**src/pkg/chp_port_map.svh**
```systemverilog
/*
  Constants of the configuration and host bus port: cycle counts, field
  positions, transfer-size codes and reset values.
  Assumes it is included by bare name wherever one of these is needed.
*/
`ifndef CHP_PORT_MAP_SVH
`define CHP_PORT_MAP_SVH

// ****************************************************************
// timing counts at the 50 MHz block clock
// ****************************************************************
`define CHP_POWER_CYCLES   16'h0040
`define CHP_CLEAR_CYCLES   16'h0100
`define CHP_CONFIG_BYTES   16'h0010
`define CHP_BUSY_CYCLES    4'h4
`define CHP_MP_PULSE       4'h4

// ****************************************************************
// field positions and codes
// ****************************************************************
`define CHP_STATUS_READY   7
`define CHP_STATUS_LOW     3
`define CHP_IDX_HI         3
`define CHP_IDX_LO         2
`define CHP_LANE_HI        1
`define CHP_LANE_LO        0
`define CHP_SIZE_WORD      2'h0
`define CHP_SIZE_BYTE      2'h1
`define CHP_SIZE_HALF      2'h2
`define CHP_BEAT_STEP      18'h0_0004
`define CHP_CFG_ADDR_RESET 22'h00_0000
`define CHP_WORDS          4

`endif

```
**src/pkg/chp_pkg.sv**
```systemverilog
/*
  Types of the configuration and host bus port: state and mode
  enumerations, the sampled pin bundle and the host request record.
  Assumes nothing beyond a SystemVerilog compiler.
*/
package chp_pkg;

  // ****************************************************************
  // configuration sequence, one-hot
  // ****************************************************************
  typedef enum logic [4:0] {
    ST_POWER = 5'h01,
    ST_CLEAR = 5'h02,
    ST_WAIT  = 5'h04,
    ST_LOAD  = 5'h08,
    ST_DONE  = 5'h10
  } chp_cfg_state_t;

  // configuration modes as strapped
  typedef enum logic [1:0] {
    MODE_PERIPH = 2'h0,
    MODE_MASTER = 2'h1,
    MODE_SLAVE  = 2'h2,
    MODE_PROC   = 2'h3
  } chp_mode_t;

  // host port sequence, one-hot
  typedef enum logic [1:0] {
    HS_IDLE = 2'h1,
    HS_BEAT = 2'h2
  } chp_host_state_t;

  // every pin input, after the synchroniser
  typedef struct packed {
    logic        scan_used;
    chp_mode_t   mode;
    logic        init_n;
    logic        cs0_n;
    logic        cs1;
    logic        strobe_n;
    logic        write_dir;
    logic        hclk;
    logic        burst_n;
    logic        burst_cont;
    logic [1:0]  tsize;
    logic [17:0] addr;
    logic [31:0] data;
  } chp_pins_t;

  // one host beat as captured
  typedef struct packed {
    logic        dir;
    logic        burst_n;
    logic [1:0]  size;
    logic [17:0] addr;
  } chp_req_t;

endpackage : chp_pkg

```
**src/hdl/chp_sync.sv**
```systemverilog
/*
  Two-stage synchroniser for a bundle of pin inputs.
  Assumes the bundle is quasi-static or sampled with enough margin by the
  reader; multi-bit words are not made coherent here.
*/
`timescale 1ns/1ns

module chp_sync #(
  parameter int WIDTH = 1
) (
  // clock and reset
  input  wire logic             CLOCK,
  input  wire logic             NRST,
  // bundle
  input  wire logic [WIDTH-1:0] D,
  output logic      [WIDTH-1:0] Q
);

  logic [WIDTH-1:0] meta;

  // first stage feeds only the second stage
  always_ff @(posedge CLOCK) begin
    if (!NRST) begin
      meta <= '0;
      Q    <= '0;
    end else begin
      meta <= D;
      Q    <= meta;
    end
  end

endmodule : chp_sync

```
**src/hdl/chp_port.sv**
```systemverilog
/*
  Configuration port and host processor bus slave port sharing pins.
  Assumes all pin inputs and the host bus clock are asynchronous to CLOCK
  and that the host clock is well below a quarter of CLOCK.
*/
`timescale 1ns/1ns
`include "chp_port_map.svh"

module chp_port (
  // clock and reset
  input  wire logic        CLOCK,
  input  wire logic        NRST,
  // straps and scan
  input  wire logic [1:0]  MODE,
  input  wire logic        SCAN_USED,
  output logic             SCAN_ENABLE,
  // configuration progress
  output logic             CONFIG_PENDING_HIGH,
  output logic             CONFIG_PENDING_LOW_N,
  // open-drain init line
  input  wire logic        INIT_IN,
  output logic             INIT_OUT,
  output logic             INIT_OE_N,
  // selects and strobes
  input  wire logic        SELECT_ACTIVE_LOW_N,
  input  wire logic        SELECT_ACTIVE_HIGH,
  input  wire logic        HOST_TRANSFER_STROBE_N,
  input  wire logic        HOST_DIRECTION,
  output logic             READY_PULSE,
  // shared data bus
  input  wire logic [31:0] DATA_IN,
  output logic      [31:0] DATA_OUT,
  output logic      [31:0] DATA_OE_N,
  // configuration memory address
  output logic      [21:0] CFG_ADDR,
  // host processor port
  input  wire logic        HOST_BUS_CLOCK,
  input  wire logic [17:0] HOST_ADDRESS_LOW,
  input  wire logic        HOST_BURST_N,
  input  wire logic        HOST_BURST_CONTINUE,
  input  wire logic [1:0]  HOST_TRANSFER_SIZE,
  output logic             HOST_ACKNOWLEDGE_N,
  // configuration bytes toward the array
  output logic      [7:0]  CFG_BYTE,
  output logic             CFG_BYTE_VALID
);

  // ****************************************************************
  // sampling of pins
  // ****************************************************************
  chp_pkg::chp_pins_t       pins;
  chp_pkg::chp_pins_t       raw;
  chp_pkg::chp_cfg_state_t  state;
  chp_pkg::chp_mode_t       mode;
  chp_pkg::chp_host_state_t hstate;
  chp_pkg::chp_req_t        req;
  logic [15:0] cnt;
  logic [15:0] byte_cnt;
  logic [3:0]  busy_cnt;
  logic [3:0]  mp_cnt;
  logic [31:0] mem [`CHP_WORDS];
  logic        wr_q;
  logic        hclk_q;
  logic        host_reading;
  logic        sel;
  logic        ready_int;
  logic        take_pw;
  logic        take_mp;
  logic        take_proc;
  logic        cfg_take;
  logic        status_rd;
  logic        hclk_rise;
  logic        host_on;
  logic        beat_go;
  logic        beat_cont;
  chp_pkg::chp_req_t beat;
  logic [3:0]  lanes;

  assign raw = '{scan_used: SCAN_USED, mode: chp_pkg::chp_mode_t'(MODE), init_n: INIT_IN,
                 cs0_n: SELECT_ACTIVE_LOW_N, cs1: SELECT_ACTIVE_HIGH,
                 strobe_n: HOST_TRANSFER_STROBE_N, write_dir: HOST_DIRECTION,
                 hclk: HOST_BUS_CLOCK, burst_n: HOST_BURST_N,
                 burst_cont: HOST_BURST_CONTINUE, tsize: HOST_TRANSFER_SIZE,
                 addr: HOST_ADDRESS_LOW, data: DATA_IN};

  chp_sync #(.WIDTH($bits(chp_pkg::chp_pins_t))) u_sync (
    .CLOCK (CLOCK),
    .NRST  (NRST),
    .D     (raw),
    .Q     (pins)
  );

  // byte lanes of a host access; lane 0 is the least significant byte, taken by byte address 3
  function automatic logic [3:0] lane_mask(input logic [1:0] size, input logic [1:0] a);
    logic [3:0] m;
    m = 4'hF;
    case (size)
      `CHP_SIZE_BYTE: m = 4'h8 >> a;
      `CHP_SIZE_HALF: m = a[1] ? 4'h3 : 4'hC;
      default:        m = 4'hF;
    endcase
    return m;
  endfunction : lane_mask

  // edge history of the write strobe and the host clock
  always_ff @(posedge CLOCK) begin
    if (!NRST) begin
      wr_q   <= 1'b1;
      hclk_q <= 1'b0;
    end else begin
      wr_q   <= pins.write_dir;
      hclk_q <= pins.hclk;
    end
  end

  // ****************************************************************
  // configuration sequence
  // ****************************************************************
  assign sel       = !pins.cs0_n && pins.cs1;
  assign ready_int = (busy_cnt == 4'h0);
  assign take_pw   = (state == chp_pkg::ST_LOAD) && sel && ready_int &&
                     (mode == chp_pkg::MODE_PERIPH || mode == chp_pkg::MODE_SLAVE) &&
                     wr_q && !pins.write_dir;
  assign take_mp   = (state == chp_pkg::ST_LOAD) && (mode == chp_pkg::MODE_MASTER) &&
                     (mp_cnt == `CHP_MP_PULSE);
  assign cfg_take  = take_pw || take_mp || take_proc;

  // power, clear, wait for init release, load, done
  always_ff @(posedge CLOCK) begin
    if (!NRST) begin
      state    <= chp_pkg::ST_POWER;
      cnt      <= 16'h0000;
      byte_cnt <= 16'h0000;
      mode     <= chp_pkg::MODE_PERIPH;
    end else begin
      case (state)
        chp_pkg::ST_POWER: begin
          cnt <= cnt + 16'h0001;
          if (cnt == `CHP_POWER_CYCLES - 16'h0001) begin
            cnt   <= 16'h0000;
            state <= chp_pkg::ST_CLEAR;
          end
        end
        chp_pkg::ST_CLEAR: begin
          cnt <= cnt + 16'h0001;
          if (cnt == `CHP_CLEAR_CYCLES - 16'h0001) begin
            state <= chp_pkg::ST_WAIT;
          end
        end
        chp_pkg::ST_WAIT: begin
          // an outside party keeps init low to delay the start
          if (pins.init_n) begin
            mode  <= pins.mode;
            state <= chp_pkg::ST_LOAD;
          end
        end
        chp_pkg::ST_LOAD: begin
          if (cfg_take) begin
            byte_cnt <= byte_cnt + 16'h0001;
            if (byte_cnt == `CHP_CONFIG_BYTES - 16'h0001) begin
              state <= chp_pkg::ST_DONE;
            end
          end
        end
        chp_pkg::ST_DONE: state <= chp_pkg::ST_DONE;
        default:          state <= chp_pkg::ST_POWER;
      endcase
    end
  end

  // progress pins and open-drain init; init is only ever pulled low
  always_ff @(posedge CLOCK) begin
    if (!NRST) begin
      CONFIG_PENDING_HIGH  <= 1'b1;
      CONFIG_PENDING_LOW_N <= 1'b0;
      INIT_OUT             <= 1'b0;
      INIT_OE_N            <= 1'b0;
      SCAN_ENABLE          <= 1'b1;
    end else begin
      CONFIG_PENDING_HIGH  <= (state != chp_pkg::ST_DONE);
      CONFIG_PENDING_LOW_N <= (state == chp_pkg::ST_DONE);
      INIT_OUT             <= 1'b0;
      INIT_OE_N            <= !(state == chp_pkg::ST_POWER ||
                                state == chp_pkg::ST_CLEAR);
      SCAN_ENABLE          <= !(state == chp_pkg::ST_DONE && !pins.scan_used);
    end
  end

  // busy time after a peripheral byte, read pulse timing in master mode
  always_ff @(posedge CLOCK) begin
    if (!NRST) begin
      busy_cnt <= 4'h0;
      mp_cnt   <= 4'h0;
    end else begin
      if (take_pw) begin
        busy_cnt <= `CHP_BUSY_CYCLES;
      end else if (busy_cnt != 4'h0) begin
        busy_cnt <= busy_cnt - 4'h1;
      end
      if (state == chp_pkg::ST_LOAD && mode == chp_pkg::MODE_MASTER) begin
        mp_cnt <= take_mp ? 4'h0 : mp_cnt + 4'h1;
      end else begin
        mp_cnt <= 4'h0;
      end
    end
  end

  // shared ready pin: byte ready, master read pulse, or plain status
  always_ff @(posedge CLOCK) begin
    if (!NRST) begin
      READY_PULSE <= 1'b0;
    end else if (state == chp_pkg::ST_LOAD && mode == chp_pkg::MODE_MASTER) begin
      READY_PULSE <= (mp_cnt < `CHP_MP_PULSE);
    end else if (state == chp_pkg::ST_LOAD && mode == chp_pkg::MODE_PERIPH) begin
      READY_PULSE <= ready_int && !take_pw;
    end else begin
      READY_PULSE <= (state == chp_pkg::ST_LOAD);
    end
  end

  // taken bytes and the memory address in master parallel mode
  always_ff @(posedge CLOCK) begin
    if (!NRST) begin
      CFG_BYTE       <= 8'h00;
      CFG_BYTE_VALID <= 1'b0;
      CFG_ADDR       <= `CHP_CFG_ADDR_RESET;
    end else begin
      CFG_BYTE_VALID <= cfg_take;
      if (take_proc) begin
        CFG_BYTE <= pins.data[7:0];
      end else if (cfg_take) begin
        CFG_BYTE <= pins.data[7:0];
      end
      if (take_mp) begin
        CFG_ADDR <= CFG_ADDR + 22'h00_0001;
      end
    end
  end

  // ****************************************************************
  // host processor port
  // ****************************************************************
  // the host clock is sampled; its rising edges pace every beat
  assign hclk_rise = pins.hclk && !hclk_q;
  assign host_on   = sel && (state == chp_pkg::ST_DONE ||
                     (state == chp_pkg::ST_LOAD && mode == chp_pkg::MODE_PROC));
  assign beat_cont = (hstate == chp_pkg::HS_BEAT) && !req.burst_n &&
                     pins.burst_cont;
  assign beat_go   = hclk_rise && (beat_cont || (hstate == chp_pkg::HS_IDLE &&
                     host_on && !pins.strobe_n));
  assign take_proc = beat_go && !beat.dir && (state == chp_pkg::ST_LOAD);

  // next beat: a fresh request, or the current one stepped one word
  always_comb begin
    beat = req;
    if (hstate == chp_pkg::HS_IDLE) begin
      beat = '{dir: pins.write_dir, burst_n: pins.burst_n,
               size: pins.tsize, addr: pins.addr};
    end else begin
      beat.addr = req.addr + `CHP_BEAT_STEP;
    end
  end

  // acknowledge stays low for one host clock per beat
  always_ff @(posedge CLOCK) begin
    if (!NRST) begin
      hstate             <= chp_pkg::HS_IDLE;
      req                <= '0;
      HOST_ACKNOWLEDGE_N <= 1'b1;
    end else if (hclk_rise) begin
      case (hstate)
        chp_pkg::HS_IDLE: begin
          if (beat_go) begin
            req                <= beat;
            hstate             <= chp_pkg::HS_BEAT;
            HOST_ACKNOWLEDGE_N <= 1'b0;
          end
        end
        chp_pkg::HS_BEAT: begin
          if (beat_cont) begin
            req <= beat;
          end else begin
            hstate             <= chp_pkg::HS_IDLE;
            HOST_ACKNOWLEDGE_N <= 1'b1;
          end
        end
        default: hstate <= chp_pkg::HS_IDLE;
      endcase
    end
  end

  // lanes of the beat being taken; a select on a call result is not portable
  assign lanes = lane_mask(beat.size, beat.addr[`CHP_LANE_HI:`CHP_LANE_LO]);

  // user word store, written lane by lane from the size field
  always_ff @(posedge CLOCK) begin
    if (!NRST) begin
      for (int i = 0; i < `CHP_WORDS; i++) begin
        mem[i] <= 32'h0000_0000;
      end
    end else if (beat_go && !beat.dir && state == chp_pkg::ST_DONE) begin
      for (int l = 0; l < 4; l++) begin
        if (lanes[l]) begin
          mem[beat.addr[`CHP_IDX_HI:`CHP_IDX_LO]][8*l +: 8] <= pins.data[8*l +: 8];
        end
      end
    end
  end

  // ****************************************************************
  // shared data bus
  // ****************************************************************
  // write strobe low suppresses the status read
  assign status_rd = (mode == chp_pkg::MODE_PERIPH) && (state != chp_pkg::ST_DONE) &&
                     sel && !pins.strobe_n && pins.write_dir;

  // the bus is released unless a selected read owns it
  always_ff @(posedge CLOCK) begin
    if (!NRST) begin
      DATA_OUT     <= 32'h0000_0000;
      DATA_OE_N    <= 32'hFFFF_FFFF;
      host_reading <= 1'b0;
    end else begin
      if (beat_go) begin
        host_reading <= beat.dir;
      end else if (!sel || (hclk_rise && hstate == chp_pkg::HS_BEAT)) begin
        host_reading <= 1'b0;
      end
      if (status_rd) begin
        DATA_OUT  <= {24'h00_0000, ready_int, state[3:0], 3'h0};
        DATA_OE_N <= 32'hFFFF_FF07;
      end else if (host_reading && sel) begin
        DATA_OUT  <= mem[req.addr[`CHP_IDX_HI:`CHP_IDX_LO]];
        DATA_OE_N <= 32'h0000_0000;
      end else begin
        DATA_OE_N <= 32'hFFFF_FFFF;
      end
    end
  end
endmodule : chp_port

```
**config.mk**
```make
export PLATFORM = sky130hd
export DESIGN_NAME = chp_port
export DESIGN_NICKNAME = d
export VERILOG_FILES = /design/src/pkg/chp_pkg.sv /design/src/hdl/chp_sync.sv /design/src/hdl/chp_port.sv
export VERILOG_INCLUDE_DIRS = /design/src /design/src/pkg
export SDC_FILE = /design/constraint.sdc
export NUM_CORES = 1
export LEC_CHECK = 0
export BUFFER_PORTS_ARGS = -buffer_cell sky130_fd_sc_hd__buf_2
export CORE_UTILIZATION = 44
export DETAILED_ROUTE_END_ITERATION = 8
export SLEW_MARGIN = 25
export SYNTH_ARGS = -nofsm -noshare
export SYNTH_HDL_FRONTEND = slang
export SYNTH_HIERARCHICAL = 1
export SYNTH_SLANG_ARGS = --single-unit
```
**constraint.sdc**
```tcl
create_clock -name CLOCK -period 8.5 [get_ports CLOCK]
set_input_delay 2.55 -clock CLOCK [delete_from_list [all_inputs] [get_ports CLOCK]]
set_output_delay 2.55 -clock CLOCK [all_outputs]
set_load 0.005 [all_outputs]
```
# Yosys cells after proc, flatten, opt, wreduce, memory -nomap -nowiden
# Memories as Yosys holds them, arrays and structs flattened. A register that Yosys moved wholly into a read port is not among the register bits.
# Index checks and enable logic that the tools add are counted.
# totals
mem_bits_rw,128
reg_bits,301
input_bits,65
n_memories,1
# memory_table
memory,words,word_bits,read_ports,rd_ports_with_merged_regs,wr,line_no,text
mem,4,32,1,1,4,chp_port.sv:61,logic [31:0] mem [`CHP_WORDS];
# classes
shifts,1
addsub,6
n_lt_le_gt_ge,1
mux,55
n_bitwise,2
reduce_logical,65
eq_ne,25
# ops
op,count
$mux 32,2
$mux 22,2
$pmux 22 s2,1
$mux 8,5
$add 16x1->16 const B,2
$pmux 16 s2,1
$reduce_or 32->1,1
$logic_and 1x1->1,28
$mux 5,5
$pmux 5 s5,1
$mux 1,23
$add 22x1->22 const B,1
$add 18x3->18 const B,1
$mux 18,1
$eq 16x4->1 const B,1
$eq 16x6->1 const B,1
$eq 16x8->1 const B,1
$mux 16,1
$ne 2x2->1 const B,7
$mux 4,3
$reduce_bool 2->1,6
$logic_not 1->1,11
$mux 2,5
$eq 2x2->1 const B,4
other kinds (28),41

# Longest topological paths before layout
# depth
word_depth,15
depth_mapped,11
mapped_depth_nobuf,9

# Cells and area by module
# The synthesis kept the hierarchy.
# by_module_without_submodules
mod,n_inst,area_per_inst_um2,cells_each,seq_area_each_um2
chp_port,1,11762.5,1065,6506.2
chp_sync,1,3407.0,265,2522.4

# Least setup slack after synthesis
# No wires, ideal clock.
# synth_timing
kind,in2reg
from,input NRST
to,"memory mem[0][0], enable pin"
t_arrival_ns,4.358
n_path_buf,1
setup_slack_ns,3.807
path_stages,6
setup_time_ns,0.334
cell_sequence,nand4b_2 > or3_1 > or4b_1 > buf_6 > nor4_4 > nand2b_1
# synth_rtl
element,line_no,text
"start, declared",chp_port.sv:12,"input wire logic NRST,"
"end, declared",chp_port.sv:61,

==> reports/summary.txt <==
outcome = finished, final reports clean
Routed Antenna Nets = 0
CTS tree = built
diode count = 0
I/O Pins = 167
largest net degree at the start of global routing = 100
Worst Max-Slew Pin Slew = 0.980 ns
period utilisation layout = 0.654
H-tree levels = 2
cts bufs inserted = 39
class of the worst hold path = reg -> reg
Syn Area/Cell = 11.3 sq um
hold slack = 0.425 ns
CP Launch Type = primary input
Worst EP arrival = 5.72 ns
initial antenna violation count = 0
global-route wire length before repair = 46.6 mm
initial core utilization = 0.452
drt total wl = 29.4 mm
Multi-input gate area = 5370 sq um
Die Area = 33500 sq um
Worst-Skew Late Latency = 0.51 ns
Die X-Extent = 183 microns
fin area = 16600 sq um
placed cell areas = 15300 sq um
Leakage Power = 6.33 nW
Final Wtd Congestion = 0.776
DR WL/cell = 15.9 microns
FMAX = 180 MHz
CTS resizes = 0
post-DP HPWL = 19.1 mm
Critical Path End Type = register
Final min period = 5.55 ns
core region area = 31900 sq um
Final Hold Violating Endpoints = 0
total power = 3.74 mW
die height = 183 microns
DRC Markers = 0
Synth Cell Area = 14400 sq um
hold_buf cts = 0
VDD IR max = 0.156 mV
Clock Tree Buf Depth = 3
gr usage total = 0.176
final std cells w/o fill = 1849
CP Class = in -> reg
total congestion overflow = 0
Iter 0 DRT Violations = 535
CTS root buffer = clkbuf_16
Syn-to-layout area delta = 15.2%
Final Util = 0.521
syn_nets = 1346
DR vias = 9158
placed cell count = 1779
max_slew headroom = 0.338
Layout Nets = 1458
skew final = 0.0131 ns
I/O Buffers = 151
Initial DRT Pass Iterations = 5
Setup TNS = 0 ns
postcts setup bufs = 0
CTS sink count = 359
RSZ-0062 raised after global routing = false
Pins Over Slew Limit = 0
Finish-stage setup viols = 0
CP required = 8.66 ns
Fill cells = 2851
layout cell share with drive strength beyond 1 = 0.200
dpl ws = 2.37 ns
vias in the first global route = 8902
Final WS setup = 2.95 ns
Via density = 4.95
max-cap violation count = 0
Seq. cell area = 8470 sq um
Power Density = 225 nW/um^2
Mapped Cells = 1273
synth warn = 6
CTS clock-pin slew for the worst setup and hold paths = 0.06 ns
Std-Cell Rows = 65
crit path max fanout = 67
[routing by layer]
metal  wire [microns]  vias to the layer above  part of all wire  global-route usage
li1                 -                     4606                 -                   -
met1            13600                     4287              0.46               0.236
met2            13700                      219              0.47               0.292
met3             1530                       46             0.052              0.0346
met4              533                        0             0.018              0.0473
met5                0                        -                 0                   0
[where the power goes]
part	internal [mW]	leakage [nW]	switching (mW)	total, mW
logic	0.0706	2.59	0.0991	0.170
clock network	1.03	0.639	0.664	1.69
registers	1.84	3.10	0.0302	1.87
total	2.94	6.33	0.793	3.74
[registers in the layout, indices dropped and copies added, names as in the netlist, 2 cells and up, named ones only]
name / count
busy_cnt: 4
DATA_OE_N: 2
byte_cnt: 16
cnt: 16
u_sync/Q: 49
CFG_BYTE: 8
DATA_OUT: 32
CFG_ADDR: 22
u_sync/meta: 49
state: 5
mp_cnt: 4
req: 8
mem: 128
hstate: 2
mode: 2
[layout make-up]
| cell class | count | area share |
|---|---|---|
| Sequential cell | 359 | 0.510 |
| Multi-Input combinational cell | 800 | 0.323 |
| Clock buffer | 57 | 0.0691 |
| Timing Repair Buffer | 164 | 0.0515 |
| Tap cell | 435 | 0.0328 |
| Clock inverter | 13 | 0.00911 |
| Inverter | 21 | 0.00474 |
[worst max-delay path: stages]
cell and delay [ns]:
buf_4 0.49, nand4b_2 0.33, or3_1 0.47, or4b_1 0.80, nor3_2 0.59, nand2b_1 0.46
[path summary, 6_finish.rpt]
| kind | end | slack, ns | cells after the start | startpoint |
|---|---|---|---|---|
| hold / removal | u_sync/Q[61] | 0.42 | 1 | u_sync/meta[61] |
| setup / recovery | mem[0][21] | 2.95 | 6 | NRST |
| hold reg to reg | u_sync/Q[61] | 0.42 | 1 | u_sync/meta[61] |
| setup reg to reg | mem[0][21] | 3.89 | 10 | hstate[0] |
[placed cells by master (no fill, tap or decap), types with 16 or more instances in the layout]
cell,n
buf_2,150
nor2_1,83
mux4_2,32
o21ai_0,19
nand3_1,25
clkbuf_16,40
inv_1,20
a21oi_1,50
and2_1,230
edfxtp_1,128
xor2_1,19
dfxtp_1,229
nand2b_1,16
mux2i_1,20
nand2_1,123
No activity file was read; power rests on OpenSTA's default activity.
